<file path="config.mk">
export PLATFORM = sky130hd
export DESIGN_NAME = asc_sram_host
export DESIGN_NICKNAME = d
export VERILOG_FILES = /design/src/asc_sram_host.v
export VERILOG_INCLUDE_DIRS = /design/src
export SDC_FILE = /design/constraint.sdc
export NUM_CORES = 1
export LEC_CHECK = 0
export BUFFER_PORTS_ARGS = -buffer_cell sky130_fd_sc_hd__clkbuf_2
export CAP_MARGIN = 5
export CORE_ASPECT_RATIO = 0.7
export CORE_MARGIN = 2
export CORE_UTILIZATION = 35
export CTS_CLUSTER_SIZE = 8
export DETAILED_ROUTE_END_ITERATION = 10
export PLACE_DENSITY_LB_ADDON = 0.12
export SLEW_MARGIN = 20
export SYNTH_ARGS = -nofsm -noshare
export SYNTH_HDL_FRONTEND = slang
export SYNTH_SLANG_ARGS = --single-unit
</file>
<file path="constraint.sdc">
create_clock -name core_clk_i -period 3.5 [get_ports core_clk_i]
set_input_delay 0 -clock core_clk_i [delete_from_list [all_inputs] [get_ports core_clk_i]]
set_output_delay 0 -clock core_clk_i [all_outputs]
set_load 0.03 [all_outputs]
</file>
<file path="src/asc_sram_regs.vh">
/*
 * timing figures and derived cycle counts for the async sram host controller.
 * assumes a 20 MHz core clock; times are in ns per speed grade.
 */
`ifndef ASC_SRAM_REGS_VH
`define ASC_SRAM_REGS_VH
`define ASC_CLK_PERIOD_NS 50
`define ASC_ADDR_W 12
`define ASC_DATA_W 4
// grade codes
`define ASC_GRADE_25 2'h0
`define ASC_GRADE_35 2'h1
`define ASC_GRADE_45 2'h2
`define ASC_GRADE_55 2'h3
// read access time (address or select), per grade
`define ASC_T_ACC_25 25
`define ASC_T_ACC_35 35
`define ASC_T_ACC_45 45
`define ASC_T_ACC_55 55
// write pulse width, per grade
`define ASC_T_WP_25 20
`define ASC_T_WP_35 25
`define ASC_T_WP_45 35
`define ASC_T_WP_55 45
// write_to_output_off_time maximum, per grade
`define ASC_T_WOFF_25 15
`define ASC_T_WOFF_35 15
`define ASC_T_WOFF_45 20
`define ASC_T_WOFF_55 25
// address hold after write end, per grade (largest data hold 5 ns covered too)
`define ASC_T_HOLD_25 3
`define ASC_T_HOLD_35 3
`define ASC_T_HOLD_45 5
`define ASC_T_HOLD_55 5
// chip disable to output inactive
`define ASC_T_RELEASE 15
// cycle count: least time rounded up, at least one
`define ASC_CYC(t) ((((t) + `ASC_CLK_PERIOD_NS - 1) / `ASC_CLK_PERIOD_NS) < 1 ? 1 : \
	(((t) + `ASC_CLK_PERIOD_NS - 1) / `ASC_CLK_PERIOD_NS))
`endif

</file>
<file path="src/asc_sram_host.v">
/*
 * host controller for a 4K x 4 asynchronous sram with shared data pins.
 * assumes request inputs synchronous to core_clk_i and the sram wired to the pin ports.
 */
// Contract
// drive twelve address lines with select low to pick one 4-bit word.
// select high deselects the device; host idles with select high.
// read holds write strobe high for the whole cycle with select low.
// address change under low select starts a new read after access time.
// select-started read: data valid after select access time.
// select access time is independent of deselect duration.
// write spans the time both select and write strobe are low.
// host drives write data only after write-to-output-off time.
// write-strobe-ended write lets device outputs come back on.
// select-ended write keeps device outputs off afterwards.
// strobe low before select falls keeps device outputs off.
// address stable before write start, through end, held after.
// select and write strobe held low at least pulse width.
// data set up before terminating edge and held after it.
// read data sampled no earlier than access time.
// device releases bus within release time after select rises.
// device drives again no sooner than 6 ns after strobe rise.
// device is in standby within 30 ns after select rises.
// speed grade parameter selects the timing limit set.
`default_nettype none
`include "asc_sram_regs.vh"
module asc_sram_host #(
	parameter [1:0] GRADE = `ASC_GRADE_25,
	parameter AW = `ASC_ADDR_W,
	parameter DW = `ASC_DATA_W
) (
	input wire core_clk_i,
	input wire rst_b_i,
	input wire clk_en_i,
	input wire req_valid_i,
	input wire req_write_i,
	input wire [AW-1:0] req_addr_i,
	input wire [DW-1:0] req_wdata_i,
	output wire req_ready_o,
	output reg rsp_valid_o,
	output reg [DW-1:0] rsp_rdata_o,
	output reg [AW-1:0] word_address_o,
	output reg sel_b_o,
	output reg wstrobe_b_o,
	output reg [DW-1:0] data_out_o,
	output reg data_oe_b_o,
	input wire [DW-1:0] data_in_i
);
	localparam [1:0] ST_IDLE = 2'h0;
	localparam [1:0] ST_READ = 2'h1;
	localparam [1:0] ST_WRITE = 2'h2;
	localparam [1:0] ST_RECOV = 2'h3;

	// per-grade limits
	localparam integer T_ACC =
		(GRADE == `ASC_GRADE_25) ? `ASC_T_ACC_25 :
		(GRADE == `ASC_GRADE_35) ? `ASC_T_ACC_35 :
		(GRADE == `ASC_GRADE_45) ? `ASC_T_ACC_45 :
		`ASC_T_ACC_55;
	localparam integer T_WP =
		(GRADE == `ASC_GRADE_25) ? `ASC_T_WP_25 :
		(GRADE == `ASC_GRADE_35) ? `ASC_T_WP_35 :
		(GRADE == `ASC_GRADE_45) ? `ASC_T_WP_45 :
		`ASC_T_WP_55;
	localparam integer T_WOFF =
		(GRADE == `ASC_GRADE_25) ? `ASC_T_WOFF_25 :
		(GRADE == `ASC_GRADE_35) ? `ASC_T_WOFF_35 :
		(GRADE == `ASC_GRADE_45) ? `ASC_T_WOFF_45 :
		`ASC_T_WOFF_55;
	localparam integer T_HOLD =
		(GRADE == `ASC_GRADE_25) ? `ASC_T_HOLD_25 :
		(GRADE == `ASC_GRADE_35) ? `ASC_T_HOLD_35 :
		(GRADE == `ASC_GRADE_45) ? `ASC_T_HOLD_45 :
		`ASC_T_HOLD_55;

	// whole-clock counts, cut to the counter width on purpose
	localparam integer N_ACC = `ASC_CYC(T_ACC);
	localparam integer N_WOFF = `ASC_CYC(T_WOFF);
	localparam integer N_WP = `ASC_CYC(T_WP);
	localparam integer N_REC = `ASC_CYC(`ASC_T_RELEASE);
	localparam integer N_HOLD = `ASC_CYC(T_HOLD);
	localparam [3:0] CYC_ACC = N_ACC[3:0];
	localparam [3:0] CYC_WOFF = N_WOFF[3:0];
	localparam [3:0] CYC_WP = N_WP[3:0];
	localparam [3:0] CYC_REC = N_REC[3:0];
	localparam [3:0] CYC_HOLD = N_HOLD[3:0];

	reg [1:0] state;
	reg [3:0] cnt;
	reg wphase;
	reg [1:0] next_state;
	reg [3:0] next_cnt;
	reg next_wphase;
	reg next_rsp_valid;
	reg [DW-1:0] next_rdata;
	reg [AW-1:0] next_addr;
	reg next_sel_b;
	reg next_wstrobe_b;
	reg [DW-1:0] next_dout;
	reg next_oe_b;

	assign req_ready_o = (state == ST_IDLE);

	always @* begin
		next_state = state;
		next_cnt = cnt;
		next_wphase = wphase;
		next_rsp_valid = 1'b0;
		next_rdata = rsp_rdata_o;
		next_addr = word_address_o;
		next_sel_b = sel_b_o;
		next_wstrobe_b = wstrobe_b_o;
		next_dout = data_out_o;
		next_oe_b = data_oe_b_o;
		case (state)
			ST_IDLE: begin
				if (req_valid_i) begin
					// address settles a cycle before any strobe falls
					next_addr = req_addr_i;
					next_dout = req_wdata_i;
					next_wphase = 1'b0;
					next_cnt = 4'h0;
					if (req_write_i) begin
						next_state = ST_WRITE;
					end else begin
						next_state = ST_READ;
					end
				end
			end

			ST_READ: begin
				next_sel_b = 1'b0;
				next_wstrobe_b = 1'b1;
				if (!sel_b_o) begin
					// wait full select access time before sampling
					if (cnt == CYC_ACC - 4'h1) begin
						next_rdata = data_in_i;
						next_rsp_valid = 1'b1;
						next_sel_b = 1'b1;
						next_cnt = 4'h0;
						next_state = ST_RECOV;
					end else begin
						next_cnt = cnt + 4'h1;
					end
				end
			end

			ST_WRITE: begin
				// strobe falls with select so device outputs never turn on
				next_sel_b = 1'b0;
				next_wstrobe_b = 1'b0;
				if (!sel_b_o) begin
					if (!wphase) begin
						// keep bus quiet for the output-off time
						if (cnt == CYC_WOFF - 4'h1) begin
							next_oe_b = 1'b0;
							next_wphase = 1'b1;
							next_cnt = 4'h0;
						end else begin
							next_cnt = cnt + 4'h1;
						end
					end else if (cnt == CYC_WP - 4'h1) begin
						// data driven for setup and pulse width before end
						// select rises with strobe: select ends write, outputs stay off
						next_sel_b = 1'b1;
						next_wstrobe_b = 1'b1;
						next_cnt = 4'h0;
						next_state = ST_RECOV;
					end else begin
						next_cnt = cnt + 4'h1;
					end
				end
			end

			ST_RECOV: begin
				// hold address and data, then let device release and power down
				if (cnt == CYC_HOLD - 4'h1) begin
					next_oe_b = 1'b1;
				end
				if (cnt >= CYC_REC - 4'h1 && cnt >= CYC_HOLD - 4'h1) begin
					next_oe_b = 1'b1;
					next_cnt = 4'h0;
					next_state = ST_IDLE;
				end else begin
					next_cnt = cnt + 4'h1;
				end
			end

			default: begin
				next_state = ST_IDLE;
			end
		endcase
	end

	always @(posedge core_clk_i) begin
		if (!rst_b_i) begin
			// deselected with the data pins released
			state <= ST_IDLE;
			cnt <= 4'h0;
			wphase <= 1'b0;
			rsp_valid_o <= 1'b0;
			rsp_rdata_o <= {DW{1'b0}};
			word_address_o <= {AW{1'b0}};
			sel_b_o <= 1'b1;
			wstrobe_b_o <= 1'b1;
			data_out_o <= {DW{1'b0}};
			data_oe_b_o <= 1'b1;
		end else if (clk_en_i) begin
			// every register frozen while the enable is low
			state <= next_state;
			cnt <= next_cnt;
			wphase <= next_wphase;
			rsp_valid_o <= next_rsp_valid;
			rsp_rdata_o <= next_rdata;
			word_address_o <= next_addr;
			sel_b_o <= next_sel_b;
			wstrobe_b_o <= next_wstrobe_b;
			data_out_o <= next_dout;
			data_oe_b_o <= next_oe_b;
		end
	end

endmodule // asc_sram_host
`default_nettype wire

</file>
# == Yosys cells after proc, flatten, opt, wreduce, memory -nomap -nowiden ==
# Cells that the tools add are included.
# classes
reduce_logical,13
order_cmp,1
n_eq_ne,12
addsub,1
muxes,30
bitwise_logic,1
# ops
cell,count
$mux W4,4
$ne A2 B2 Y1 const B,8
$mux W2,7
$mux W1,13
$pmux W4 S3,1
$reduce_and A6 Y1,2
$pmux W1 S2,4
$pmux W2 S4,1
$reduce_and A4 Y1,2
$reduce_and A3 Y1,2
$reduce_bool A2 Y1,3
$add A4 B1 Y4 const B,1
$eq A2 B2 Y1 const B,2
$ge A4 B1 Y1 const B,1
$logic_not A4 Y1,1
$ne A3 B3 Y1 const B,1
$eq A2 B1 Y1 const B,1
$logic_not A2 Y1,1
$reduce_and A2 Y1,1
$reduce_or A2 Y1,1
$not A1 Y1,1
# word_totals
reg_bits,31
out_inout_bits,25
input_bits,25

# == Logic depth before layout (Yosys ltp) ==
# logic_depth
word_depth,5
ltp_mapped,7
ltp_nobuf,6

# == Least setup slack after synthesis ==
# Ideal clock, no wire load.
# synth_timing
kind,flip-flop to flip-flop
startpoint,register state[0]
endpoint,register state[1]
slack_ps,1755
setup_ps,116
stages_incl_launch_ff,8
t_required_ps,3384
path_buffers,1
synth_period_minus_slack_ps,1745
arrival_ps,1630
cell_sequence,dfxtp_1 inv_1 ha_1 buf_2 inv_1 o2111ai_2 or3_1 and3_1
# synth_between
elab_chain_cells,3
elab_cells_between_ends,11
classes_between,8 x eq/ne; 1 x mux; 2 x reduce/logical
# synth_lines
element,line_no,rtl
"start, declared",asc_sram_host.v:88,reg [1:0] state;
"start signal, assigned",asc_sram_host.v:210,state <= next_state;
$eq A2 B2 Y1 (tied with other cells),asc_sram_host.v:115,case (state)
$ne A2 B2 Y1 (no line),--,
$reduce_and A6 Y1 (no line),--,
# Several ways; a longest one is shown, not always the timed one.
# A chain may end at the register's enable or synchronous reset.

# == Worst setup path in the final report ==
# Same ends and word-level chain as after synthesis.

==> impl_metrics.toml <==
[synth]
syn_area_per_cell_um2 = 8.736
synth-edff-count = 0
yosys_warnings = 0
synth-main-ff-cell = "dfxtp_1"
synthCells = 166
ys_top_cells_by_count = "nand2_1, dfxtp_1, a21boi_0"
syn-num-nets = 198
yosysTopAreaCell = "dfxtp_1"
syn_area_mm2 = 0.001450
synthDistinctLibCells = 36
yosysTopAreaCellShare_pct = 42.80
ys_seq_area_share_pct = 42.80
ys_top_cells_by_area = "dfxtp_1, nand2_1, a21boi_0"
yosysMostFrequentCell = "nand2_1"
synthArstFlopShare_pct = 0
ys_ff_latch = 31

[floorplanning]
initial_core_util_pct = 36.75
rows = 19
core_area_mm2 = 0.003946
die_y_um = 57.86
die_area_mm2 = 0.004682
die_w_um = 80.94
ios = 50

[placement]
place_ws_ns = 1.575
place_hpwl_mm = 2.412
place_area_mm2 = 0.001712
portBuffers = 49
gp_congestion = 0.7653

[route]
ant_nets = 0
wire_per_inst_um = 11.92
drtIter0Drc = 55
drt-vias-per-instance = 4.740
vias = 1351
dr.pass1.iters = 4
drc_errors = 0
totalWireLength_mm = 3.398

[hold_path]
hold_depth = 3
hold_class = "in2reg"
hold_start = "data_in_i[0]"
hold_end = "rsp_rdata_o[0]"

[worst_setup_path]
crit_fanout = 9
crit_chain = "inv_1, ha_1, inv_1, o2111ai_2, or3_1, and3_1"
r2r_slack_ns = 1.57
critical_path_class = "reg2reg"
rr_worst_depth = 6
cp.required_ns = 3.68
start_kind = "register"
cp.arrival_ns = 2.11
critPathSlowestCell = "ha_1"
cp-end-kind = "register"
critPathMostFrequentCell = "inv_1"
cpPeakStageDelay_ns = 0.43
rr_startpoint = "state[0]"
r2r_end = "state[1]"

[clock_tree]
clock_path_buffers = 2
insertion_delay_ns = 0.28
root_buffer = "clkbuf_8"
clk_pin_slew_ns = 0.07
cts_sinks = 31
htree_levels = 2
numCtsBuffers = 5
cts_resized = 0
cts_tree = "yes"

[sta]
relSlewSlack_pct = 60.18
finalSetupTns_ns = 0
rsz0062_at_grt = "false"
finClkSkew_ns = 0.005350
post-route-min-period_ns = 1.933
setup_viol = 0
worstMarginPinSlew_ns = 0.5973
setup_slack_ns = 1.567
period_share_pct = 55.22
slew_viol_final = 0
hold_viol = 0
fmax_ghz = 0.5174

[pwr]
power.density_mw_per_mm2 = 471.4
ir_drop_mv = 0.1843
power.leakage_uw = 0.0008378

[flow_run]
maxCapViolCount = 0

[grt]
grt_max_degree = 33
grt_pass1_wl_mm = 5.533
use_met3_pct = 6.698
track_usage_pct = 15.63
busiest_layer = "met2"
gr-total-overflow = 0
grt_pass1_vias = 1267
antenna_found_initial = 0
gr-usage-met1_pct = 18.70
grtUsageMet2_pct = 25.50

[layout]
fin_nets = 264
diodes = 0
nFillCells = 411
syn2layout_area_growth_pct = 36.76
drive_above_1_share_pct = 26.61
fin_area_mm2 = 0.001983
fin_util_pct = 50.25

[status]
outcome = "completed"
[cell usage in the layout, fill, tap and decap left out, types with 2 or more instances in the layout]
| cell type | instances |
|---|---|
| a21boi_0 | 18 |
| a21oi_1 | 3 |
| and3_1 | 5 |
| clkbuf_1 | 2 |
| clkbuf_2 | 49 |
| clkbuf_8 | 5 |
| dfxtp_1 | 31 |
| dlygate4sd3_1 | 19 |
| ha_1 | 7 |
| inv_1 | 7 |
| mux2i_1 | 4 |
| nand2_1 | 38 |
| nand3_1 | 7 |
| nor2_1 | 2 |
| nor2b_1 | 6 |
| o211ai_1 | 2 |
| o21a_1 | 2 |
| o21ai_0 | 6 |
| o31ai_1 | 2 |
[layer usage]
metal | share of wire, % | wire, um | vias to the layer above
li1 | - | - | 695
met1 | 46 | 1575 | 619
met2 | 46 | 1577 | 35
met3 | 6.7 | 227 | 2
met4 | 0.53 | 18 | 0
met5 | 0 | 0 | -
[worst max-delay path: cells and delay by family (launching register included)]
| kind | cells | cell delay [ns] |
|---|---|---|
| adder cells (fa/ha/maj) | 1 | 0.43 |
| AND/OR/NAND/NOR | 2 | 0.55 |
| AO/OA/AOI/OAI | 1 | 0.18 |
| buffers and inverters | 2 | 0.28 |
| flip-flops | 1 | 0.38 |
[metrics by stage]
stage	hold WS (ns)	total power (uW)	std cells
3_5_place_dp	0.2437	661.7	258
3_3_place_gp	0.2358	654.8	258
6_report	0.006353	934.8	285
4_1_cts	0.005369	947.9	285
2_1_floorplan	0.1449	592.8	166
5_1_grt	0.01367	998.4	285
[where the power goes]
part	total [uW]	leakage (uW)	internal (uW)	switching, uW
sequential	399	0.000252	378	20.5
clock	264	0.0000422	139	125
combinational	272	0.000544	98.6	173
total	935	0.000838	616	319
[cell families (layout without fill, tap and decap cells)]
kind of cell               after synthesis  after routing  share of synthesized area, %
buffers and inverters                   16             83                         5.177
and+or+nand+nor                         72             72                         25.54
muxes                                    4              4                         2.761
DFF                                     31             31                         42.80
AOI/OAI and AO/OA                       36             36                         17.69
adders and majority gates                7              7                         6.039
[how the worst max path moves through the flow]
stage                         from       end
final                     state[0]  state[1]
after global routing      state[0]  state[1]
after CTS                 state[0]  state[1]
after detailed placement  state[0]  state[1]
after global placement    state[0]  state[1]
after floorplan           state[0]  state[1]
[flip-flops by register name, indices dropped and copies added (netlist names)]
name	cells
cnt	4
rsp_rdata_o	4
state	2
sel_b_o	1
word_address_o	12
data_oe_b_o	1
wphase	1
rsp_valid_o	1
data_out_o	4
wstrobe_b_o	1
[repair_timing]
item                      in CTS  in global routing
buffers inserted               0                  0
hold buffers                  19                  0
hold endpoints to repair      19                  0
[layout make-up]
type	instances	area (um^2)	area share [%]
multi-input cells	119	754.5	38.04
flip-flops and latches	31	620.6	31.29
repair buffers	68	435.4	21.96
clock buffers	7	76.32	3.849
well taps	52	65.06	3.281
inverters	7	26.28	1.325
clock inverters	1	5.005	0.2524
No activity file was read; power rests on OpenSTA's default activity.
